**src/inc/relay_defs.svh**
```systemverilog
// Constants for the relay output conditioner
`ifndef RELAY_DEFS_SVH
`define RELAY_DEFS_SVH
`define ON_DELAY_MAX_MS    16'hea60
`define HOLD_TIME_MAX_MS   16'h270f
`define REG_SOURCE         2'h0
`define REG_ON_DELAY       2'h1
`define REG_POLARITY       2'h2
`define REG_HOLD_TIME      2'h3
`define SRC_WIDTH          5
`define SRC_NONE           5'h00
`define SRC_FAULT_FREE     5'h01
`define SRC_BRAKE          5'h02
`define SRC_OUT_CONTACTOR  5'h03
`define SRC_PRECHARGE      5'h04
`define SRC_LINE_CONTACTOR 5'h05
`define TICK_NS            32'h000f_4240
`define CLK_PERIOD_NS      32'h0000_0064
`define TICK_CYCLES        (`TICK_NS / `CLK_PERIOD_NS)
`define RESET_DELAY_MS     16'h0000
`define RESET_HOLD_MS      16'h0000
`define RESET_ACTIVE_LOW   1'b0
`endif

```
**src/inc/relay_pkg.sv**
```systemverilog
// Types for the relay output conditioner
package relay_pkg;
    typedef enum logic [1:0] {ST_OFF, ST_DELAY, ST_ON, ST_HOLD} relay_state_e;
    typedef logic [15:0] ms_count_t;
endpackage

```
**src/design/ms_tick_gen.sv**
```systemverilog
// Millisecond tick generator from the core clock
`timescale 1ns/1ps
`include "relay_defs.svh"
module ms_tick_gen #(
    parameter int unsigned TICK_CYCLES = `TICK_CYCLES
) (
    // Clock and reset
    input  wire logic core_clk,
    input  wire logic rst,
    // Tick out
    output logic      tick
);
    typedef struct packed {
        logic [31:0] cnt;
        logic        tick;
    } tick_s;
    tick_s s_q, s_d;
    always_comb begin
        s_d = s_q;
        s_d.tick = 1'b0;
        if (s_q.cnt == 32'(TICK_CYCLES - 1)) begin
            s_d.cnt  = 32'h0000_0000;
            s_d.tick = 1'b1;
        end else begin
            s_d.cnt = s_q.cnt + 32'h0000_0001;
        end
    end
    always_ff @(posedge core_clk or posedge rst) begin
        if (rst) begin
            s_q <= '0;
        end else begin
            s_q <= s_d;
        end
    end
    assign tick = s_q.tick;
endmodule

```
**src/design/relay_output_conditioner.sv**
```systemverilog
// Fourth relay output conditioner: source select, delays and polarity
// How it works
// - When the chosen condition turns true the output waits the on-delay, counted in free-running ms ticks so up to 1 ms short, up to 60000 ms.
// - Fault-free, brake, output, precharge and line contactor sources force the on-delay to zero.
// - When the condition turns false the output holds asserted for the hold time, up to 9999 ms.
// - Fault-free, brake, precharge and line contactor sources force the hold time to zero.
// - Active-high drives 1 while asserted, active-low drives 0 while asserted.
// - Fault-free, brake, precharge and line contactor sources lock polarity to active-high.
// - The relay and its settings exist and take writes only when the option card is fitted.
// - Sources match the second relay; reset gives no source, zero timers, active-high.
//
// Chosen here: strobed register access and the placing of the registers.
`timescale 1ns/1ps
`include "relay_defs.svh"
module relay_output_conditioner #(
    parameter int unsigned TICK_CYCLES = `TICK_CYCLES,
    parameter int unsigned NUM_SOURCES = 32
) (
    // Clock and reset
    input  wire logic                   core_clk,
    input  wire logic                   rst,
    // Option card presence
    input  wire logic                   option_card_fitted,
    // Internal drive conditions, bit per source code
    input  wire logic [NUM_SOURCES-1:0] drive_conditions,
    // Register port
    input  wire logic [1:0]             reg_addr,
    input  wire logic [15:0]            reg_wdata,
    input  wire logic                   reg_wr,
    input  wire logic                   reg_rd,
    output logic      [15:0]            reg_rdata,
    // Relay coil
    output logic                        relay_four_out
);
    localparam logic [1:0] A_SRC  = `REG_SOURCE;
    localparam logic [1:0] A_DLY  = `REG_ON_DELAY;
    localparam logic [1:0] A_POL  = `REG_POLARITY;
    localparam logic [1:0] A_HOLD = `REG_HOLD_TIME;

    typedef struct packed {
        logic [`SRC_WIDTH-1:0]   relay_four_source_select;
        relay_pkg::ms_count_t    relay_four_on_delay;
        logic                    relay_four_polarity;
        relay_pkg::ms_count_t    relay_four_hold_time;
        relay_pkg::relay_state_e state;
        relay_pkg::ms_count_t    timer;
        logic [15:0]             rdata;
        logic                    out;
    } cond_s;
    cond_s s_q, s_d;
    logic tick;

    ms_tick_gen #(.TICK_CYCLES(TICK_CYCLES)) u_tick (
        .core_clk (core_clk),
        .rst      (rst),
        .tick     (tick)
    );

    // Fault-free, contactor and brake sources switch with no on-delay at all
    function automatic logic locks_delay(input logic [`SRC_WIDTH-1:0] s);
        case (s)
            `SRC_FAULT_FREE,
            `SRC_BRAKE,
            `SRC_OUT_CONTACTOR,
            `SRC_PRECHARGE,
            `SRC_LINE_CONTACTOR: return 1'b1;
            default:             return 1'b0;
        endcase
    endfunction

    // Output contactor keeps its hold and polarity; the rest are fixed
    function automatic logic locks_all(input logic [`SRC_WIDTH-1:0] s);
        case (s)
            `SRC_FAULT_FREE,
            `SRC_BRAKE,
            `SRC_PRECHARGE,
            `SRC_LINE_CONTACTOR: return 1'b1;
            default:             return 1'b0;
        endcase
    endfunction

    // Out-of-range writes saturate rather than wrap
    function automatic relay_pkg::ms_count_t clampv(input logic [15:0] v,
                                                    input logic [15:0] mx);
        if (v > mx) begin
            return mx;
        end
        return v;
    endfunction

    // Both intervals end once the ms count reaches the limit
    function automatic logic interval_done(input relay_pkg::ms_count_t t,
                                           input relay_pkg::ms_count_t lim);
        return t >= lim;
    endfunction

    // Both intervals advance only on the shared ms tick
    function automatic relay_pkg::ms_count_t interval_step(input relay_pkg::ms_count_t t,
                                                           input logic                 tk);
        if (tk) begin
            return t + 16'h0001;
        end
        return t;
    endfunction

    logic                 cond_now;
    relay_pkg::ms_count_t eff_delay;
    relay_pkg::ms_count_t eff_hold;
    logic                 eff_low;
    logic                 asserted;

    always_comb begin
        s_d = s_q;
        // Source none reads as an inactive condition
        cond_now = (s_q.relay_four_source_select != `SRC_NONE)
            && drive_conditions[s_q.relay_four_source_select];
        eff_delay = s_q.relay_four_on_delay;
        eff_hold  = s_q.relay_four_hold_time;
        eff_low   = s_q.relay_four_polarity;
        // Stored values survive a lock, so they return if the source changes back
        if (locks_delay(s_q.relay_four_source_select)) begin
            eff_delay = 16'h0000;
        end
        if (locks_all(s_q.relay_four_source_select)) begin
            eff_hold = 16'h0000;
            eff_low  = 1'b0;
        end

        // Settings take writes only with the card fitted
        if (reg_wr && option_card_fitted) begin
            case (reg_addr)
                A_SRC:  s_d.relay_four_source_select = reg_wdata[`SRC_WIDTH-1:0];
                A_DLY:  s_d.relay_four_on_delay = clampv(reg_wdata, `ON_DELAY_MAX_MS);
                A_POL:  s_d.relay_four_polarity = reg_wdata[0];
                A_HOLD: s_d.relay_four_hold_time = clampv(reg_wdata, `HOLD_TIME_MAX_MS);
                default: ;
            endcase
        end

        // Read data stands one cycle, then returns to zero
        s_d.rdata = 16'h0000;
        if (reg_rd && option_card_fitted) begin
            case (reg_addr)
                A_SRC:  s_d.rdata = {11'h000, s_q.relay_four_source_select};
                A_DLY:  s_d.rdata = eff_delay;
                A_POL:  s_d.rdata = {15'h0000, eff_low};
                A_HOLD: s_d.rdata = eff_hold;
                default: s_d.rdata = 16'h0000;
            endcase
        end

        // Timers compare against ms ticks; a change mid-interval drops back and restarts
        case (s_q.state)
            relay_pkg::ST_OFF: begin
                s_d.timer = 16'h0000;
                if (cond_now) begin
                    if (eff_delay == 16'h0000) begin
                        s_d.state = relay_pkg::ST_ON;
                    end else begin
                        s_d.state = relay_pkg::ST_DELAY;
                    end
                end
            end
            relay_pkg::ST_DELAY: begin
                if (!cond_now) begin
                    s_d.state = relay_pkg::ST_OFF;
                    s_d.timer = 16'h0000;
                end else if (interval_done(s_q.timer, eff_delay)) begin
                    s_d.state = relay_pkg::ST_ON;
                end else begin
                    s_d.timer = interval_step(s_q.timer, tick);
                end
            end
            relay_pkg::ST_ON: begin
                s_d.timer = 16'h0000;
                if (!cond_now) begin
                    if (eff_hold == 16'h0000) begin
                        s_d.state = relay_pkg::ST_OFF;
                    end else begin
                        s_d.state = relay_pkg::ST_HOLD;
                    end
                end
            end
            relay_pkg::ST_HOLD: begin
                if (cond_now) begin
                    s_d.state = relay_pkg::ST_ON;
                    s_d.timer = 16'h0000;
                end else if (interval_done(s_q.timer, eff_hold)) begin
                    s_d.state = relay_pkg::ST_OFF;
                end else begin
                    s_d.timer = interval_step(s_q.timer, tick);
                end
            end
            default: s_d.state = relay_pkg::ST_OFF;
        endcase

        // Without the card the relay does not exist; keep it de-energised
        asserted = (s_d.state == relay_pkg::ST_ON) || (s_d.state == relay_pkg::ST_HOLD);
        if (!option_card_fitted) begin
            s_d.out = 1'b0;
        end else begin
            s_d.out = asserted ^ eff_low;
        end
    end

    // Factory state: no source, zero intervals, active-high, relay off
    always_ff @(posedge core_clk or posedge rst) begin
        if (rst) begin
            s_q.relay_four_source_select <= `SRC_NONE;
            s_q.relay_four_on_delay      <= `RESET_DELAY_MS;
            s_q.relay_four_polarity      <= `RESET_ACTIVE_LOW;
            s_q.relay_four_hold_time     <= `RESET_HOLD_MS;
            s_q.state                    <= relay_pkg::ST_OFF;
            s_q.timer                    <= 16'h0000;
            s_q.rdata                    <= 16'h0000;
            s_q.out                      <= 1'b0;
        end else begin
            s_q <= s_d;
        end
    end

    assign reg_rdata      = s_q.rdata;
    assign relay_four_out = s_q.out;
endmodule

```
**config.mk**
```make
export PLATFORM = sky130hd
export DESIGN_NAME = relay_output_conditioner
export DESIGN_NICKNAME = d
export VERILOG_FILES = /design/src/inc/relay_pkg.sv /design/src/design/ms_tick_gen.sv /design/src/design/relay_output_conditioner.sv
export VERILOG_INCLUDE_DIRS = /design/src /design/src/inc
export SDC_FILE = /design/constraint.sdc
export NUM_CORES = 1
export LEC_CHECK = 0
export BUFFER_PORTS_ARGS = -buffer_cell sky130_fd_sc_hd__buf_2
export CAP_MARGIN = 20
export CORE_MARGIN = 2
export CORE_UTILIZATION = 53
export DETAILED_ROUTE_END_ITERATION = 16
export PLACE_DENSITY = 0.88
export SLEW_MARGIN = 15
export SYNTH_ARGS = -nofsm -noshare
export SYNTH_HDL_FRONTEND = slang
export SYNTH_SLANG_ARGS = --single-unit
```
**constraint.sdc**
```tcl
create_clock -name core_clk -period 3.7 [get_ports core_clk]
set_input_delay 0.37 -clock core_clk [delete_from_list [all_inputs] [get_ports core_clk]]
set_output_delay 0.37 -clock core_clk [all_outputs]
set_load 0.005 [all_outputs]
```
==> out/qor.txt, run 1 <==
area share of fa/ha/maj cells after synthesis - 7.047%
hold-fix buffers at CTS - 0
shortest period the worst path allows - 3.529 ns
Worst-path clk slew - 0.08 ns
cells after synthesis - 636
simple-gate share of the synthesized area - 21.24%
grt ovf - 0
Crit Path Max Fanout - 12
Final Hold Vio Count - 0
WL met3 - 1189 um
Crit Path Class - reg2reg
CP endpoint kind - flop
final net count - 781
Worst Hold Class - in2async
sequential-to-total area share from yosys stat - 43.94%
number of flops mapped to enable cells by yosys - 0
clock network fraction of total power - 31.5%
Metal-1 WL - 6450 um
Largest delay share family, worst path - compound AO/OA/AOI/OAI gates
Syn. warnings - 0
Rel. slew slack - 33.38%
top sig layer - met4
Detail Route Antenna Nets - 0
mux cell area share after synthesis - 5.140%
Leakage - 3.167 nW
metal2 WL - 7343 um
# fillers - 816
Die Wd - 110.7 um
Reg power frac - 40.7%
commonest non-fill, non-tap cell in the layout - dfrtp_1
Unique masters post-synth - 49
Longest Clk Path Bufs - 2
Mapped Area - 6037 um2
Clock Skews - 0.008737 ns
DRT Pass-1 Iters - 5
Starting Density - 54.97%
post-route setup slack - 0.1714 ns
f_max - 283.4 MHz
DR DRC count - 0
period utilization - 95.37%
Sink Count - 106
CORE AREA - 10980 um2
Global Route Usage Sum - 25.45%
vias in the first global route - 5295
Tightest Pin Transition - 0.9993 ns
slowest stage cell on the critical path - or4_1
CP Launch Type - flop
largest net degree at the start of global routing - 72
WL per Instance - 18.25 um
Layout area overhead - 12.73%
Yosys top cell by area - dfrtp_1
P per Cell Area - 486.1 nW/um2
maximum VDD drop - 0.2810 mV
initial antenna violation count - 1
crit-path max cell delay - 0.53 ns
internal power - 0.002224 W
Synth top area share - 43.94%
Die Y - 110.7 um
H-tree Lvls - 3
CP most frequent cell - a21oi_1
# Max-Cap Violations - 0
main combinational cell family by area after synthesis - simple AND/OR/NAND/NOR gates
unrepaired setup endpoints after global routing - no
vias - 5239
Vias per Instance - 6.252
Root Buffer - clkbuf_16
WP data required - 3.97 ns
Max Slew Vio Count - 0
logic gate share of total power - 27.8%
# rows - 38
sw frac - 32.76%
worst path cell trace - or3_1 > nand3_1 > buf_4 > nand2_1 > ha_1 > a21oi_1 > o21a_1 > o21ai_0 > a211o_1 > a22o_2 > or4_1 > a21oi_1
Area contributors post-synth - dfrtp_1, ha_1, nand2_1
Buffers on Ports - 70
NetSw - 0.001084 W
layout cell share with drive strength beyond 1 - 16.93%
Async SR Flop Fraction - 100.0%
status - complete, no violations
setup tns final - 0 ns
endpoints failing setup - 0
die area - 12260 um2
Clock Latency Late Sink - 0.36 ns
placer congestion estimate - 0.8988
IO Pins - 72
HPWL Detailed - 11230 um
Yosys reg bits - 106
Initial DRC Count - 519
DP Worst Slack - 0.1512 ns
Synth Area in XOR/XNOR - 4.497%
drt total wl - 15290 um
CTS tree - done
complex-gate fraction of the synthesized area - 13.41%
Num CTS Buffers - 9
most frequent cells in the layout - dfrtp_1, nand2_1, buf_2
Post-Syn Area per Cell - 9.492 um2
global-route wire length before repair - 25440 um
Synth Flop Type - dfrtp_1
Arr. time, crit path - 3.79 ns
post-synth net total - 725
R2R Setup Slk - 0.17 ns
Buf/Inv on CP - 1
[Yosys cell counts (3+ instances only)]
cell type,instances
nor2b_1,4
nor3_1,6
xor2_1,11
o21ai_0,29
a21oi_1,34
nor2_1,53
a22oi_1,5
mux4_2,4
and2_1,9
nand3_1,31
buf_2,3
a31oi_1,14
nand2_1,82
o31ai_1,5
nand2b_1,5
nor4_1,17
and4_1,6
dfrtp_1,106
a22o_1,12
mux2i_1,10
xnor2_1,20
clkbuf_1,18
or3_1,11
inv_1,16
o211ai_1,3
o22a_1,7
or4_1,4
ha_1,34
and3_1,10
buf_4,17
o21a_1,5
nand4_1,15
a211oi_1,4
mux2_2,6
[registers in the layout, indices dropped and copies added (netlist names)]
signal          cells
u_tick.tick         1
relay_four_out      1
s_q                56
reg_rdata          16
u_tick.s_q         32
[routing by layer]
layer | vias up | track usage [%]
met3 | 33 | 6.452
met4 | 0 | 8.750
li1 | 2410 | -
met5 | - | 0
met2 | 247 | 41.55
met1 | 2549 | 33.19
[metrics by stage]
step / hold WS, ns / instance area [um2] / utilization (%) / std cells / total power (W)
after floorplan: 0.4251 / 6040 / - / 636 / 0.001981
after global placement: 0.4382 / 6457 / 58.79 / 820 / 0.002191
after detailed placement: 0.4585 / 6457 / 58.79 / 820 / 0.002240
after CTS: 0.2260 / 6784 / 61.77 / 836 / 0.003277
after global routing: 0.2605 / 6805 / 61.96 / 838 / 0.003459
final: 0.1998 / 6805 / 61.96 / 838 / 0.003308
[final timing paths]
path | from | end | cells past startpoint
setup / recovery | s_q[68] | s_q[31] | 12
hold / removal | rst | u_tick.s_q[11] | 2
setup reg to reg | s_q[68] | s_q[31] | 12
hold reg to reg | u_tick.s_q[1] | u_tick.s_q[1] | 1
max in group asynchronous | rst | s_q[22] | 3
min in group core_clk | reg_wdata[15] | s_q[67] | 3
[worst reg2reg max path, cell delays in order, from the launching register on]
cell and delay, ns:
dfrtp_1 0.41, or3_1 0.41, nand3_1 0.17, buf_4 0.20, nand2_1 0.11, ha_1 0.32
a21oi_1 0.18, o21a_1 0.15, o21ai_0 0.15, a211o_1 0.32, a22o_2 0.31, or4_1 0.53
a21oi_1 0.19
[cells by family (layout without fill, tap and decap cells)]
family                   after synthesis  in the layout
AO/OA/AOI/OAI                        126            126
flip-flops                           106            106
AND/OR/NAND/NOR                      261            261
buffers and inverters                 56            117
adder cells (fa/ha/maj)               34             34
other                                  0              1
multiplexers                          22             22
XOR/XNOR                              31             31
[repair_timing]
action | 4_1_cts | 5_1_grt
resized for setup | 0 | 4
buffers inserted | 0 | 0
endpoints found under the setup margin | 0 | 15
[cell type report]
cell class	instances	area, um2	share of cell area [%]
well taps	140	175.2	2.574
flip-flops and latches	106	2653	38.98
diodes	1	2.502	0.03677
clock buffers	9	225.2	3.309
multi-input cells	474	3113	45.74
repair buffers	85	473.0	6.950
clock inverters	7	101.3	1.489
inverters	16	62.56	0.9193
[power groups by stage]
stage / sequential (W) / clock (W) / combinational, W
CTS: 0.00134 / 0.00105 / 0.000892
finish: 0.00135 / 0.00104 / 0.000919
detailed placement: 0.00136 / 0 / 0.000879
floorplan: 0.00133 / 0 / 0.000653
global placement: 0.00135 / 0 / 0.000837
global route: 0.00135 / 0.00110 / 0.00101
Power figures use the tool's default switching activity.
==> run 2, diff against run 1 <==
--- a/config.mk
+++ b/config.mk
@@ -9,9 +9,9 @@
 export BUFFER_PORTS_ARGS = -buffer_cell sky130_fd_sc_hd__buf_2
 export CAP_MARGIN = 20
 export CORE_MARGIN = 2
-export CORE_UTILIZATION = 53
+export CORE_UTILIZATION = 55
 export DETAILED_ROUTE_END_ITERATION = 16
-export PLACE_DENSITY = 0.88
+export PLACE_DENSITY = 0.87
 export SLEW_MARGIN = 15
 export SYNTH_ARGS = -nofsm -noshare
 export SYNTH_HDL_FRONTEND = slang
==> constraint.sdc (replaced) <==
create_clock -name core_clk -period 3.9 [get_ports core_clk]
set_input_delay 0.39 -clock core_clk [delete_from_list [all_inputs] [get_ports core_clk]]
set_output_delay 0.39 -clock core_clk [all_outputs]
set_load 0.1 [all_outputs]
==> run 2 against run 1 <==
The flow now finishes with violations (negative hold slack). Total power shrank 9.4%. Combinational power is essentially flat. Critical path type unchanged. Critical path depth grew 1. Largest power group unchanged. Core utilization grew 0.28 points. Cell area shrank 1.3%. Hold slack lost 0.20 ns.
==> out/qor.txt, run 2 (synthesis gave the netlist of run 1 again) <==
layout cell share with drive strength beyond 1 - 16.43%
R2R Setup Slk - 0.20 ns
grt ovf - 0
H-tree Lvls - 3
routing usage on met2 - 43.08%
Arr. time, crit path - 4.00 ns
met1 GRT Util - 32.53%
minimum hold slack - -0.004725 ns
commonest non-fill, non-tap cell in the layout - dfrtp_1
Sink Count - 106
setup tns final - 0 ns
Leakage - 3.133 nW
Root Buffer - clkbuf_8
global-route wire length before repair - 23590 um
worst r2r src - s_q[68]
initial antenna violation count - 0
IO Pins - 72
Starting Density - 55.94%
met3 Use GR - 5.858%
Crit Path Class - reg2reg
R2R Path End - s_q[30]
CTS tree - done
P per Cell Area - 446.2 nW/um2
WL per Instance - 17.43 um
Tightest Pin Transition - 1.079 ns
# fillers - 845
shortest period the worst path allows - 3.698 ns
Die Y - 108.8 um
CP endpoint kind - flop
# rows - 38
failing checks - negative hold slack
# Max-Cap Violations - 0
HPWL Detailed - 10920 um
Crit Path Max Fanout - 25
Clock Latency Late Sink - 0.39 ns
Layout area overhead - 11.27%
Die Wd - 108.8 um
vias - 5076
Final Hold Vio Count - 5
largest net degree at the start of global routing - 85
Worst Hold Class - in2async
Longest Clk Path Bufs - 2
Worst-path clk slew - 0.12 ns
Detail Route Antenna Nets - 0
DR DRC count - 0
unrepaired setup endpoints after global routing - no
WP data required - 4.20 ns
Num CTS Buffers - 9
area of the multi-input gates - 3112 um2
Clock Skews - 0.01450 ns
endpoints failing setup - 0
DRT Pass-1 Iters - 5
NetSw - 0.001084 W
vias in the first global route - 4902
Buffers on Ports - 70
grt peak-use layer - met2
CORE AREA - 10790 um2
hold-fix buffers at CTS - 0
status - complete, but fails checks
R2R cell count - 13
period utilization - 94.83%
final net count - 778
register with the most flip-flops - s_q
Max Slew Vio Count - 0
internal power - 0.001913 W
maximum VDD drop - 0.3053 mV
Reg power frac - 42.7%
CP Launch Type - flop
number of flip-flops in the largest register - 56
placer congestion estimate - 0.9093
most frequent cells in the layout - dfrtp_1, nand2_1, buf_2
Initial DRC Count - 465
Rel. slew slack - 28.04%
Global Route Usage Sum - 25.62%
f_max - 270.4 MHz
sw frac - 36.18%
logic gate share of total power - 30.6%
clock network fraction of total power - 26.7%
Sequential cell area - 2653 um2
drt total wl - 14540 um
Vias per Instance - 6.086
antenna cells - 0
die area - 11830 um2
[run 2: final cells by class]
cell class	count	area share (%)
repair buffers	82	7.003
clock inverters	7	1.807
multi-input cells	474	46.32
inverters	16	0.9313
well taps	140	2.608
clock buffers	9	1.844
flip-flops and latches	106	39.49
[run 2: worst max-delay path by stage]
stage	start	endpoint	slack, ns
finish	s_q[68]	s_q[30]	0.20
global route	s_q[68]	s_q[30]	0.05
CTS	s_q[69]	s_q[30]	0.17
detailed placement	s_q[69]	s_q[30]	0.20
global placement	s_q[69]	s_q[32]	0.31
floorplan	s_q[70]	s_q[28]	0.11
[run 2: what timing repair did]
item,CTS,global route
endpoints found under the hold margin,0,0
buffers inserted,0,0
gates resized for setup,0,2
setup endpoints to repair,0,5
[run 2: routing by layer]
layer / wire length [um] / part of all wire (%)
met5: 0 / 0
met4: 276 / 1.9
met3: 888 / 6.1
met2: 7281 / 50
met1: 6094 / 42
[run 2: critical path, cell delays in order, from the launching register on]
cell and delay (ns):
dfrtp_1 0.40, buf_4 0.19, o21ai_0 0.27, nand3_1 0.18, and2_1 0.22, ha_1 0.27, nand2b_1 0.14, a2111o_1 0.42
a32oi_2 0.23, a31oi_1 0.14, a22o_1 0.26, buf_4 0.20, or4_1 0.54, a21oi_1 0.15
[run 2: stage by stage]
stage | area [um2] | total power, W | util [%] | setup slack (ns) | std cells
finish | 6718 | 0.002997 | 62.24 | 0.2016 | 834
global route | 6718 | 0.003159 | 62.24 | 0.04780 | 834
CTS | 6673 | 0.002989 | 61.82 | 0.1677 | 832
detailed placement | 6427 | 0.002196 | 59.55 | 0.1973 | 816
global placement | 6427 | 0.002148 | 59.55 | 0.3095 | 816
floorplan | 6037 | 0.001959 | - | 0.1114 | 636
[run 2: power by group through the flow]
stage / Clock [W] / Combinational, W / Sequential, W
2_1_floorplan: 0 / 0.000670 / 0.00129
3_3_place_gp: 0 / 0.000858 / 0.00129
3_5_place_dp: 0 / 0.000898 / 0.00130
4_1_cts: 0.000810 / 0.000902 / 0.00128
5_1_grt: 0.000860 / 0.00101 / 0.00129
6_report: 0.000799 / 0.000918 / 0.00128
==> run 3, diff against run 2 <==
--- a/config.mk
+++ b/config.mk
@@ -6,12 +6,12 @@
 export SDC_FILE = /design/constraint.sdc
 export NUM_CORES = 1
 export LEC_CHECK = 0
+export ABC_AREA = 1
 export BUFFER_PORTS_ARGS = -buffer_cell sky130_fd_sc_hd__buf_2
 export CAP_MARGIN = 20
-export CORE_MARGIN = 2
 export CORE_UTILIZATION = 55
 export DETAILED_ROUTE_END_ITERATION = 16
-export PLACE_DENSITY = 0.87
+export PLACE_DENSITY = 0.86
 export SLEW_MARGIN = 15
 export SYNTH_ARGS = -nofsm -noshare
 export SYNTH_HDL_FRONTEND = slang
==> run 3 against run 2 <==
The flow now finishes without violations. Combinational power is 2% higher. Clock skew is 0.0014 ns lower. Core utilization is 0.67 points lower. Critical path depth is 5 higher. Setup slack better by 0.31 ns. Cell area is 15% higher. Critical path type unchanged. Highest routed layer unchanged.
==> out/qor.txt, run 3 <==
CORE AREA - 12570 um2
Vias per Instance - 5.534
complex-gate fraction of the synthesized area - 10.31%
Longest Clk Path Bufs - 2
Clock Latency Late Sink - 0.36 ns
Initial DRC Count - 580
final net count - 1116
hold-fix buffers at CTS - 0
largest net degree at the start of global routing - 71
routing usage on met2 - 44.87%
NetSw - 0.001180 W
Synth Flop Type - dfrtp_1
sequential-to-total area share from yosys stat - 37.50%
maximum VDD drop - 0.3511 mV
Max Slew Vio Count - 0
cells after synthesis - 980
Crit Path Max Fanout - 19
Root Buffer - clkbuf_16
CP endpoint kind - flop
Crit Path Class - reg2reg
CTS tree - done
DRT Pass-1 Iters - 6
DP Worst Slack - 0.4116 ns
Clock Skews - 0.01309 ns
setup tns final - 0 ns
R2R Setup Slk - 0.51 ns
mux cell area share after synthesis - 0%
Post-Syn Area per Cell - 7.217 um2
# Max-Cap Violations - 0
main combinational cell family by area after synthesis - simple AND/OR/NAND/NOR gates
most frequent cells in the layout - nand2_1, inv_1, dfrtp_1
HPWL Detailed - 13070 um
number of flip-flops in the largest register - 56
commonest non-fill, non-tap cell in the layout - nand2_1
grt ovf - 0
f_max - 295.1 MHz
register with the most flip-flops - s_q
number of flops mapped to enable cells by yosys - 0
Arr. time, crit path - 3.62 ns
clock network fraction of total power - 29.9%
met1 GRT Util - 37.82%
# rows - 41
Unique masters post-synth - 43
Die Wd - 115.4 um
Mapped Area - 7073 um2
Sink Count - 106
post-route setup slack - 0.5113 ns
Area contributors post-synth - dfrtp_1, nand2_1, inv_1
layout cell share with drive strength beyond 1 - 11.53%
placer congestion estimate - 0.9490
status - complete, no violations
P per Cell Area - 407.9 nW/um2
shortest period the worst path allows - 3.389 ns
Layout area overhead - 9.411%
Rel. slew slack - 25.37%
area share of fa/ha/maj cells after synthesis - 6.015%
Worst-path clk slew - 0.08 ns
CP Launch Type - flop
simple-gate share of the synthesized area - 32.37%
unrepaired setup endpoints after global routing - no
internal power - 0.001976 W
Reg power frac - 40.6%
global-route wire length before repair - 29170 um
grt peak-use layer - met2
synth cell count leaders - nand2_1, inv_1, dfrtp_1
Yosys reg bits - 106
WP data required - 4.13 ns
Global Route Usage Sum - 28.24%
die area - 13320 um2
vias in the first global route - 6246
Buffers on Ports - 71
Detail Route Antenna Nets - 0
antenna cells - 0
WL per Instance - 14.50 um
H-tree Lvls - 3
vias - 6663
met3 Use GR - 5.377%
# fillers - 1117
Tightest Pin Transition - 1.115 ns
post-synth net total - 1069
Synth Area in XOR/XNOR - 3.467%
Leakage - 3.956 nW
DR DRC count - 0
Synth top area share - 37.50%
most frequent cell after synthesis - nand2_1
IO Pins - 72
logic gate share of total power - 29.5%
Worst Hold Class - in2async
Final Hold Vio Count - 0
drt total wl - 17450 um
Die Y - 115.4 um
endpoints failing setup - 0
Async SR Flop Fraction - 100.0%
period utilization - 86.89%
Starting Density - 56.28%
sw frac - 37.39%
Num CTS Buffers - 9
initial antenna violation count - 0
Yosys top cell by area - dfrtp_1
Syn. warnings - 0
[run 3: changes by cell type in the layout (fill, tap and decap cells not counted), moves of 10 or more]
cell and change:
nand3_1 +61, mux2i_1 -10, nand2_1 +184, o21ai_0 +18
a22o_1 -12, or3_1 -11, xnor2_1 -13, inv_1 +105
xor2_1 +10, nor2_1 +37, nor3_1 +16
[run 3: what timing repair did]
item                                    CTS  global route
endpoints found under the hold margin     0             0
buffers inserted                          0             0
resized for setup                         0             1
endpoints found under the setup margin    0             2
[run 3: critical path, stage by stage, from the launching register on]
cell        delay, ns
dfrtp_1          0.57
inv_1            0.26
nand2_1          0.11
nand2_1          0.05
nand2_1          0.05
nand2_1          0.06
nand2_2          0.06
nand2_2          0.12
clkinvlp_4       0.24
nand2_1          0.11
ha_1             0.31
nand2_1          0.08
nor4_1           0.34
nand2_1          0.09
nand3_1          0.13
nand3_1          0.13
o21a_4           0.28
nand2_8          0.15
o21ai_0          0.11
[run 3: cell families (layout without fill, tap and decap cells)]
group | after synthesis | in the layout
AO/OA/AOI/OAI | 124 | 124
flip-flops | 106 | 106
XOR/XNOR | 28 | 28
AND/OR/NAND/NOR | 522 | 522
buffers and inverters | 166 | 218
adder cells (fa/ha/maj) | 34 | 34
[run 3: per-layer routing]
layer / share of wire (%) / wire length, um / up-vias
li1: - / - / 3274
met1: 45 / 7824 / 3097
met2: 45 / 7937 / 248
met3: 6.7 / 1167 / 44
met4: 3.0 / 524 / 0
met5: 0 / 0 / -
[run 3: power groups by stage]
stage                     registers (W)  clock network, W  logic (W)
after floorplan                 0.00129                 0   0.000728
after global placement          0.00130                 0   0.000890
after detailed placement        0.00130                 0   0.000914
after CTS                       0.00128          0.000959   0.000920
after global routing            0.00130          0.000999    0.00105
final                           0.00128          0.000943   0.000932
[run 3: stage by stage]
step                      cell area [um2]  utilization, %  total power, W  cells  hold WS (ns)
after floorplan                      7073               -        0.002018    980        0.4535
final                                7739           61.57        0.003157   1204        0.2044
after CTS                            7735           61.54        0.003158   1204        0.2273
after global placement               7426           59.08        0.002188   1188        0.4686
after detailed placement             7426           59.08        0.002214   1188        0.4749
after global routing                 7739           61.57        0.003349   1204        0.2778
[run 3: worst paths after layout]
kind                       depth (start not counted)           from             end
setup / recovery                                  18        s_q[69]         s_q[17]
hold / removal                                     2            rst  u_tick.s_q[10]
setup reg to reg                                  18        s_q[69]         s_q[17]
hold reg to reg                                    1  u_tick.s_q[1]   u_tick.s_q[1]
max in group asynchronous                          3            rst         s_q[55]
min in group core_clk                              3  reg_wdata[15]         s_q[67]
[run 3: area by class of cell]
| class | instances | area, um2 | area share (%) |
|---|---|---|---|
| multi-input combinational | 708 | 3690 | 47.68 |
| sequential | 106 | 2653 | 34.28 |
| inverter | 126 | 479.2 | 6.192 |
| timing repair buffer | 76 | 392.9 | 5.077 |
| clock buffer | 10 | 239.0 | 3.088 |
| tap | 172 | 215.2 | 2.781 |
| clock inverter | 6 | 70.07 | 0.9054 |
